[config.mk]
export PLATFORM = sky130hd
export DESIGN_NAME = rtcb_regs
export DESIGN_NICKNAME = d
export VERILOG_FILES = /design/src/rtl/rtcb_pkg.sv /design/src/rtl/rtcb_bcd_cnt.sv /design/src/rtl/rtcb_regs.sv
export SDC_FILE = /design/constraint.sdc
export NUM_CORES = 1
export LEC_CHECK = 0
export BUFFER_PORTS_ARGS = -buffer_cell sky130_fd_sc_hd__buf_4
export CAP_MARGIN = 20
export CORE_ASPECT_RATIO = 0.75
export CORE_MARGIN = 2
export CORE_UTILIZATION = 68
export DETAILED_ROUTE_END_ITERATION = 7
export PLACE_DENSITY = 0.87
export SYNTH_ARGS = -nofsm -noshare
export SYNTH_HDL_FRONTEND = slang
export SYNTH_HIERARCHICAL = 1
export SYNTH_SLANG_ARGS = --single-unit
export TNS_END_PERCENT = 5
[constraint.sdc]
create_clock -name i_clock -period 17.93 [get_ports i_clock]
set_input_delay 3.586 -clock i_clock [delete_from_list [all_inputs] [get_ports i_clock]]
set_output_delay 3.586 -clock i_clock [all_outputs]
set_load 0.02 [all_outputs]
[src/rtl/rtcb_pkg.sv]
// rtcb_pkg: constants and types of the decimal clock, calendar and alarm registers
package rtcb_pkg;

    // -------------------------------------------------------------
    // register offsets
    // -------------------------------------------------------------
    localparam logic [3:0] RTCB_ADDR_SS      = 4'h0;
    localparam logic [3:0] RTCB_ADDR_MM      = 4'h1;
    localparam logic [3:0] RTCB_ADDR_HH      = 4'h2;
    localparam logic [3:0] RTCB_ADDR_DOW     = 4'h3;
    localparam logic [3:0] RTCB_ADDR_DD      = 4'h4;
    localparam logic [3:0] RTCB_ADDR_MO      = 4'h5;
    localparam logic [3:0] RTCB_ADDR_YY      = 4'h6;
    localparam logic [3:0] RTCB_ADDR_ALM_MM  = 4'h7;
    localparam logic [3:0] RTCB_ADDR_ALM_HH  = 4'h8;
    localparam logic [3:0] RTCB_ADDR_ALM_DAY = 4'h9;

    // -------------------------------------------------------------
    // implemented bits of each register
    // -------------------------------------------------------------
    localparam logic [7:0] RTCB_MASK_SS  = 8'h7f;
    localparam logic [7:0] RTCB_MASK_MM  = 8'h7f;
    localparam logic [7:0] RTCB_MASK_HH  = 8'h3f;
    localparam logic [7:0] RTCB_MASK_DOW = 8'h7f;
    localparam logic [7:0] RTCB_MASK_DD  = 8'h3f;
    localparam logic [7:0] RTCB_MASK_MO  = 8'h1f;
    localparam logic [7:0] RTCB_MASK_YY  = 8'hff;
    localparam logic [7:0] RTCB_MASK_ALM = 8'hff;

    // -------------------------------------------------------------
    // counting ranges in bcd
    // -------------------------------------------------------------
    localparam logic [7:0] RTCB_SS_FIRST = 8'h00;
    localparam logic [7:0] RTCB_SS_LAST  = 8'h59;
    localparam logic [7:0] RTCB_HH_LAST  = 8'h23;
    localparam logic [7:0] RTCB_DD_FIRST = 8'h01;
    localparam logic [7:0] RTCB_DD_28    = 8'h28;
    localparam logic [7:0] RTCB_DD_29    = 8'h29;
    localparam logic [7:0] RTCB_DD_30    = 8'h30;
    localparam logic [7:0] RTCB_DD_31    = 8'h31;
    localparam logic [7:0] RTCB_MO_FEB   = 8'h02;
    localparam logic [7:0] RTCB_MO_APR   = 8'h04;
    localparam logic [7:0] RTCB_MO_JUN   = 8'h06;
    localparam logic [7:0] RTCB_MO_SEP   = 8'h09;
    localparam logic [7:0] RTCB_MO_NOV   = 8'h11;
    localparam logic [7:0] RTCB_MO_LAST  = 8'h12;
    localparam logic [7:0] RTCB_YY_LAST  = 8'h99;
    localparam logic [3:0] RTCB_DIGIT_NINE = 4'h9;

    // -------------------------------------------------------------
    // field positions and reset values
    // -------------------------------------------------------------
    localparam int         RTCB_OFF_BIT    = 7;
    localparam int         RTCB_DOW_MSB    = 6;
    localparam logic [6:0] RTCB_DOW_SUNDAY = 7'h01;
    localparam logic [7:0] RTCB_ALM_RESET  = 8'h80;
    localparam logic [7:0] RTCB_ZERO       = 8'h00;
    localparam logic [9:0] RTCB_FRAC_LAST  = 10'h3ff;
    localparam logic [9:0] RTCB_FRAC_ZERO  = 10'h000;

    // -------------------------------------------------------------
    // host register request
    // -------------------------------------------------------------
    typedef struct packed {
        logic       wr;
        logic       rd;
        logic [3:0] addr;
        logic [7:0] wdata;
    } rtcb_req_t;

    // mode levels held outside this block
    typedef struct packed {
        logic access_decimal_select;
        logic decimal_counter_run;
        logic alarm_day_select;
        logic alarm_irq_en;
    } rtcb_mode_t;

endpackage : rtcb_pkg

[src/rtl/rtcb_bcd_cnt.sv]
// rtcb_bcd_cnt: two-digit bcd counter with host load and wrap
`timescale 1ns/1ps
module rtcb_bcd_cnt
    import rtcb_pkg::*;
#(
    parameter logic [7:0] INIT = 8'h00
)
(
    input  wire logic       i_clock,
    input  wire logic       i_resetn,
    input  wire logic       i_wr,
    input  wire logic [7:0] i_wdata,
    input  wire logic       i_step,
    input  wire logic [7:0] i_first,
    input  wire logic [7:0] i_last,
    output logic      [7:0] o_value,
    output logic            o_carry
);

    logic [7:0] value_ff;
    logic [7:0] nxt_value;

    // -------------------------------------------------------------
    // next value: host write wins over counting
    // -------------------------------------------------------------
    always_comb
    begin
        nxt_value = value_ff;
        if (i_wr)
        begin
            nxt_value = i_wdata;
        end
        else if (i_step)
        begin
            if (value_ff >= i_last)
            begin
                nxt_value = i_first;
            end
            else if (value_ff[3:0] >= RTCB_DIGIT_NINE)
            begin
                nxt_value = {value_ff[7:4] + 4'h1, 4'h0};
            end
            else
            begin
                nxt_value = {value_ff[7:4], value_ff[3:0] + 4'h1};
            end
        end
    end

    always_ff @(posedge i_clock)
    begin
        if (!i_resetn)
        begin
            value_ff <= INIT;
        end
        else
        begin
            value_ff <= nxt_value;
        end
    end

    assign o_value = value_ff;
    assign o_carry = i_step && !i_wr && (value_ff >= i_last);

endmodule : rtcb_bcd_cnt

[src/rtl/rtcb_regs.sv]
// rtcb_regs: decimal time, calendar and alarm registers of the real-time clock
`timescale 1ns/1ps
module rtcb_regs
    import rtcb_pkg::*;
(
    input  wire logic       i_clock,
    input  wire logic       i_resetn,
    input  wire rtcb_req_t  i_req,
    input  wire rtcb_mode_t i_mode,
    input  wire logic       i_tick_1024,
    output logic      [7:0] o_rdata,
    output logic            o_rvalid,
    output logic      [9:0] o_fraction,
    output logic            o_alarm_match,
    output logic            o_alarm_pulse
);

    // -------------------------------------------------------------
    // declarations
    // -------------------------------------------------------------
    logic       access_ok, run, sec_step, leap_year;
    logic       wr_ss, wr_mm, wr_hh, wr_dow, wr_dd;
    logic       wr_mo, wr_yy, wr_alm_mm, wr_alm_hh, wr_alm_day;
    logic [9:0] frac_ff, nxt_frac;
    logic [7:0] ss_val, mm_val, hh_val, dd_val, mo_val, yy_val;
    logic       ss_carry, mm_carry, hh_carry, dd_carry, mo_carry;
    logic [6:0] dow_ff, nxt_dow;
    logic [7:0] alm_mm_ff, alm_hh_ff, alm_day_ff;
    logic [7:0] dd_last;
    logic       mm_term, hh_term, day_term, any_enabled, alarm_cond;
    logic       alarm_match_ff, alarm_pulse_ff, rvalid_ff;
    logic [7:0] rdata_ff, nxt_rdata;

    // -------------------------------------------------------------
    // access decode
    // -------------------------------------------------------------
    assign access_ok  = i_mode.access_decimal_select && i_mode.decimal_counter_run;
    assign run        = i_mode.decimal_counter_run;
    assign wr_ss      = i_req.wr && access_ok && (i_req.addr == RTCB_ADDR_SS);
    assign wr_mm      = i_req.wr && access_ok && (i_req.addr == RTCB_ADDR_MM);
    assign wr_hh      = i_req.wr && access_ok && (i_req.addr == RTCB_ADDR_HH);
    assign wr_dow     = i_req.wr && access_ok && (i_req.addr == RTCB_ADDR_DOW);
    assign wr_dd      = i_req.wr && access_ok && (i_req.addr == RTCB_ADDR_DD);
    assign wr_mo      = i_req.wr && access_ok && (i_req.addr == RTCB_ADDR_MO);
    assign wr_yy      = i_req.wr && access_ok && (i_req.addr == RTCB_ADDR_YY);
    assign wr_alm_mm  = i_req.wr && access_ok && (i_req.addr == RTCB_ADDR_ALM_MM);
    assign wr_alm_hh  = i_req.wr && access_ok && (i_req.addr == RTCB_ADDR_ALM_HH);
    assign wr_alm_day = i_req.wr && access_ok && (i_req.addr == RTCB_ADDR_ALM_DAY);

    // -------------------------------------------------------------
    // 1/1024 second prescaler and fraction count
    // -------------------------------------------------------------
    assign sec_step = run && i_tick_1024 && (frac_ff == RTCB_FRAC_LAST) && !wr_ss;

    always_comb
    begin
        nxt_frac = frac_ff;
        if (wr_ss)
        begin
            nxt_frac = RTCB_FRAC_ZERO;
        end
        else if (run && i_tick_1024)
        begin
            nxt_frac = frac_ff + 10'h001;
        end
    end

    always_ff @(posedge i_clock)
    begin
        if (!i_resetn)
        begin
            frac_ff <= RTCB_FRAC_ZERO;
        end
        else
        begin
            frac_ff <= nxt_frac;
        end
    end

    // -------------------------------------------------------------
    // time counters
    // -------------------------------------------------------------
    rtcb_bcd_cnt #(.INIT(RTCB_SS_FIRST)) u_ss (
        .i_clock  (i_clock),
        .i_resetn (i_resetn),
        .i_wr     (wr_ss),
        .i_wdata  (i_req.wdata & RTCB_MASK_SS),
        .i_step   (sec_step),
        .i_first  (RTCB_SS_FIRST),
        .i_last   (RTCB_SS_LAST),
        .o_value  (ss_val),
        .o_carry  (ss_carry)
    );

    rtcb_bcd_cnt #(.INIT(RTCB_SS_FIRST)) u_mm (
        .i_clock  (i_clock),
        .i_resetn (i_resetn),
        .i_wr     (wr_mm),
        .i_wdata  (i_req.wdata & RTCB_MASK_MM),
        .i_step   (ss_carry),
        .i_first  (RTCB_SS_FIRST),
        .i_last   (RTCB_SS_LAST),
        .o_value  (mm_val),
        .o_carry  (mm_carry)
    );

    rtcb_bcd_cnt #(.INIT(RTCB_SS_FIRST)) u_hh (
        .i_clock  (i_clock),
        .i_resetn (i_resetn),
        .i_wr     (wr_hh),
        .i_wdata  (i_req.wdata & RTCB_MASK_HH),
        .i_step   (mm_carry),
        .i_first  (RTCB_SS_FIRST),
        .i_last   (RTCB_HH_LAST),
        .o_value  (hh_val),
        .o_carry  (hh_carry)
    );

    // -------------------------------------------------------------
    // calendar counters
    // -------------------------------------------------------------
    // leap when bcd year is a multiple of four
    assign leap_year = yy_val[4] ? ((yy_val[3:0] == 4'h2) || (yy_val[3:0] == 4'h6))
                                 : ((yy_val[3:0] == 4'h0) || (yy_val[3:0] == 4'h4)
                                    || (yy_val[3:0] == 4'h8));

    always_comb
    begin
        case (mo_val)
            RTCB_MO_FEB: dd_last = leap_year ? RTCB_DD_29 : RTCB_DD_28;
            RTCB_MO_APR,
            RTCB_MO_JUN,
            RTCB_MO_SEP,
            RTCB_MO_NOV: dd_last = RTCB_DD_30;
            default:     dd_last = RTCB_DD_31;
        endcase
    end

    rtcb_bcd_cnt #(.INIT(RTCB_DD_FIRST)) u_dd (
        .i_clock  (i_clock),
        .i_resetn (i_resetn),
        .i_wr     (wr_dd),
        .i_wdata  (i_req.wdata & RTCB_MASK_DD),
        .i_step   (hh_carry),
        .i_first  (RTCB_DD_FIRST),
        .i_last   (dd_last),
        .o_value  (dd_val),
        .o_carry  (dd_carry)
    );

    rtcb_bcd_cnt #(.INIT(RTCB_DD_FIRST)) u_mo (
        .i_clock  (i_clock),
        .i_resetn (i_resetn),
        .i_wr     (wr_mo),
        .i_wdata  (i_req.wdata & RTCB_MASK_MO),
        .i_step   (dd_carry),
        .i_first  (RTCB_DD_FIRST),
        .i_last   (RTCB_MO_LAST),
        .o_value  (mo_val),
        .o_carry  (mo_carry)
    );

    rtcb_bcd_cnt #(.INIT(RTCB_SS_FIRST)) u_yy (
        .i_clock  (i_clock),
        .i_resetn (i_resetn),
        .i_wr     (wr_yy),
        .i_wdata  (i_req.wdata & RTCB_MASK_YY),
        .i_step   (mo_carry),
        .i_first  (RTCB_SS_FIRST),
        .i_last   (RTCB_YY_LAST),
        .o_value  (yy_val),
        .o_carry  ()
    );

    // -------------------------------------------------------------
    // day of week, one-hot from reset, host write loads any 7 bits, rotates with each day advance
    // -------------------------------------------------------------
    always_comb
    begin
        nxt_dow = dow_ff;
        if (wr_dow)
        begin
            nxt_dow = i_req.wdata[6:0];
        end
        else if (hh_carry)
        begin
            nxt_dow = {dow_ff[RTCB_DOW_MSB-1:0], dow_ff[RTCB_DOW_MSB]};
        end
    end

    always_ff @(posedge i_clock)
    begin
        if (!i_resetn)
        begin
            dow_ff <= RTCB_DOW_SUNDAY;
        end
        else
        begin
            dow_ff <= nxt_dow;
        end
    end

    // -------------------------------------------------------------
    // alarm storage, plain read/write registers
    // -------------------------------------------------------------
    always_ff @(posedge i_clock)
    begin
        if (!i_resetn)
        begin
            alm_mm_ff  <= RTCB_ALM_RESET;
            alm_hh_ff  <= RTCB_ALM_RESET;
            alm_day_ff <= RTCB_ALM_RESET;
        end
        else
        begin
            if (wr_alm_mm)
            begin
                alm_mm_ff <= i_req.wdata & RTCB_MASK_ALM;
            end
            if (wr_alm_hh)
            begin
                alm_hh_ff <= i_req.wdata & RTCB_MASK_ALM;
            end
            if (wr_alm_day)
            begin
                alm_day_ff <= i_req.wdata & RTCB_MASK_ALM;
            end
        end
    end

    // -------------------------------------------------------------
    // alarm compare
    // -------------------------------------------------------------
    assign mm_term  = alm_mm_ff[RTCB_OFF_BIT]
                      || (alm_mm_ff[6:0] == mm_val[6:0]);
    assign hh_term  = alm_hh_ff[RTCB_OFF_BIT]
                      || (alm_hh_ff[5:0] == hh_val[5:0]);
    assign day_term = alm_day_ff[RTCB_OFF_BIT]
                      || (i_mode.alarm_day_select
                          ? (alm_day_ff[5:0] == dd_val[5:0])
                          : ((alm_day_ff[6:0] & dow_ff) != 7'h00));
    assign any_enabled = !alm_mm_ff[RTCB_OFF_BIT] || !alm_hh_ff[RTCB_OFF_BIT]
                         || !alm_day_ff[RTCB_OFF_BIT];
    assign alarm_cond  = run && any_enabled && mm_term && hh_term && day_term;

    always_ff @(posedge i_clock)
    begin
        if (!i_resetn)
        begin
            alarm_match_ff <= 1'b0;
            alarm_pulse_ff <= 1'b0;
        end
        else
        begin
            alarm_match_ff <= alarm_cond;
            alarm_pulse_ff <= alarm_cond && !alarm_match_ff && i_mode.alarm_irq_en;
        end
    end

    // -------------------------------------------------------------
    // read path
    // -------------------------------------------------------------
    always_comb
    begin
        nxt_rdata = RTCB_ZERO;
        if (access_ok)
        begin
            case (i_req.addr)
                RTCB_ADDR_SS:      nxt_rdata = ss_val & RTCB_MASK_SS;
                RTCB_ADDR_MM:      nxt_rdata = mm_val & RTCB_MASK_MM;
                RTCB_ADDR_HH:      nxt_rdata = hh_val & RTCB_MASK_HH;
                RTCB_ADDR_DOW:     nxt_rdata = {1'b0, dow_ff};
                RTCB_ADDR_DD:      nxt_rdata = dd_val & RTCB_MASK_DD;
                RTCB_ADDR_MO:      nxt_rdata = mo_val & RTCB_MASK_MO;
                RTCB_ADDR_YY:      nxt_rdata = yy_val;
                RTCB_ADDR_ALM_MM:  nxt_rdata = alm_mm_ff;
                RTCB_ADDR_ALM_HH:  nxt_rdata = alm_hh_ff;
                RTCB_ADDR_ALM_DAY: nxt_rdata = alm_day_ff;
                default:           nxt_rdata = RTCB_ZERO;
            endcase
        end
    end

    always_ff @(posedge i_clock)
    begin
        if (!i_resetn)
        begin
            rdata_ff  <= RTCB_ZERO;
            rvalid_ff <= 1'b0;
        end
        else
        begin
            rvalid_ff <= i_req.rd;
            if (i_req.rd)
            begin
                rdata_ff <= nxt_rdata;
            end
        end
    end

    // -------------------------------------------------------------
    // outputs
    // -------------------------------------------------------------
    assign o_rdata       = rdata_ff;
    assign o_rvalid      = rvalid_ff;
    assign o_fraction    = frac_ff;
    assign o_alarm_match = alarm_match_ff;
    assign o_alarm_pulse = alarm_pulse_ff;

endmodule : rtcb_regs

==> results.cfg <==
[routing]
remaining_drc_errors = 0
drt_iter0_markers = 914
postRouteAntennaNets = 0
wire_per_inst_um = 17.6
wirelength_mm = 22.4
drtPass1Iterations = 6
vias = 7867
via_per_inst = 6.19

[die]
die_h_um = 99.4
ios = 42
die-area_um2 = 13000
core-area_um2 = 11700
rows = 34
die_x_um = 131
initial_core_util = 0.705

[global_routing]
grt_pass1_wl_mm = 36.4
grt_overflow = 0
track_usage = 0.345
antenna_found_initial = 0
grt_pass1_vias = 7131
grt_max_degree = 61

[clocking]
cts_resized = 0
cts_root_buf = clkbuf_16
clkSinkCount = 100
htreeDepth = 3
cts.path.max_buffers = 2
holdBufCountCts = 0
post-cts-setup-buffer-count = 0
clkTransAtPathRegs_ps = 70
numCtsBuffers = 9
cts_tree = yes
clock_latency_ps = 350

[critical_path]
slowest_stage = and2_1
arrival_ps = 11440
max_stage_delay_ps = 740
crit_top_cell = nor2b_1
critical_path_buf_inv_count = 3
criticalPathCategory = input pin to register
crit_family = simple AND/OR/NAND/NOR gates
cp-start-kind = input pin
path_cells = buf_4 > and3_1 > nand2_1 > nor3_2 > buf_4 > nor3_1 > buf_4 > nor2b_1 > and2_1 > nor2b_1 > and2_1 > nor2b_1 > and2_1 > nand2_1 > nor2b_1 > nand2_1 > nor2b_1 > nor2b_1 > nand2b_1 > or3_1 > a31oi_1
crit_fanout = 19
end_kind = register
cp.required_ps = 18210

[pwr]
total_power_uw = 481
irDropWorstVdd_uv = 45.9
p_per_area_nw_per_um2 = 52.0
leakagePower_uw = 0.00405

[placed_design]
place_area_um2 = 8940
hpwl_mm = 16.2
gp_routability_congestion = 0.996
dp_slack_ps = 6710
place_inst = 1257
portBuffers = 41

[timing]
hold_viol = 0
fmax_ghz = 0.0896
fin_skew_ps = 4.51
rsz0062_at_grt = false
tightest_slew_ps = 1060
fin_setup_tns_ps = 0
drv_slew = 0
maxSlewHeadroom = 0.286
post-route-period-util = 0.622
final-setup-viol-count = 0
finalWorstSetupSlack_ps = 6770
fin_crit_ps = 11160

[synthesis]
avgSynthCellArea_um2 = 8.27
syn_inst = 997
syn-cell-area_um2 = 8240
yosysWarnings = 6

[cells_and_area]
syn_to_final_growth_pct = 12.1
drive_gt1_frac = 0.0766
fin_area_um2 = 9240
n_fill_cell = 847
largest_reg_flops = 10
antenna-diode-count = 0
finalNetCount = 1200
finalNonFillerCells = 1271

[run]
drv_cap = 0

[outcome]
status = finished clean

[min_path]
hold_path.class = register to register
where the power goes:
part / switching, uW / internal [uW]
sequential: 1.97 / 223
clock: 82.8 / 125
combinational: 31.4 / 16.7
total: 116 / 365
tightest hold or removal path, delay by kind of cell (launching register included):
kind | cells | cell delay, ps
flip-flops | 1 | 310
AND/OR/NAND/NOR | 1 | 80
AO/OA/AOI/OAI | 1 | 60
per-layer routing:
metal  global-route usage  share of wire  routed length, um  vias up
met5                    0              0                  0        -
met4                0.117          0.030                667        0
met3               0.0683          0.099               2210       70
met2                0.523           0.42               9410      442
met1                0.493           0.45              10100     3620
li1                     -              -                  -     3735
worst paths after layout:
kind	start	end	slack (ps)	cells past startpoint
setup / recovery	i_mode[2]	u_yy/o_value[3]	6770	21
hold / removal	o_rdata[4]	o_rdata[4]	490	2
setup reg to reg	o_fraction[0]	u_yy/o_value[3]	10060	19
hold reg to reg	o_rdata[4]	o_rdata[4]	490	2
stage by stage:
stage	utilization	hold slack, ps
final	0.790	490
after global routing	0.790	522
after CTS	0.790	491
after detailed placement	0.764	480
after global placement	0.764	480
after floorplan	-	448
cell usage in the layout (no fill, tap or decap), drive strengths merged, types with 8 or more instances in the layout:
master  instances
a21boi          9
a21oi          35
a311oi         10
a31oi          17
a32o            8
and2           21
and3            8
buf            48
clkbuf         12
conb          102
dfxtp         100
ha             73
inv            80
mux2i          69
nand2          54
nand2b         17
nand3          70
nand4           8
nor2           47
nor2b          45
nor3           22
nor3b           8
nor4            9
nor4b          16
o211a          10
o21a           12
o21ai          25
o31a           12
or3            18
xnor2          17
xor2           32
area by class of cell:
cell class | count | area (um^2) | share of cell area
inverter | 80 | 300 | 0.0325
clock buffer | 12 | 246 | 0.0267
clock inverter | 2 | 60.1 | 0.00650
multi-input combinational | 867 | 6070 | 0.657
sequential | 100 | 2000 | 0.217
tap | 162 | 203 | 0.0219
timing repair buffer | 48 | 360 | 0.0390
Power figures use the tool's default switching activity.
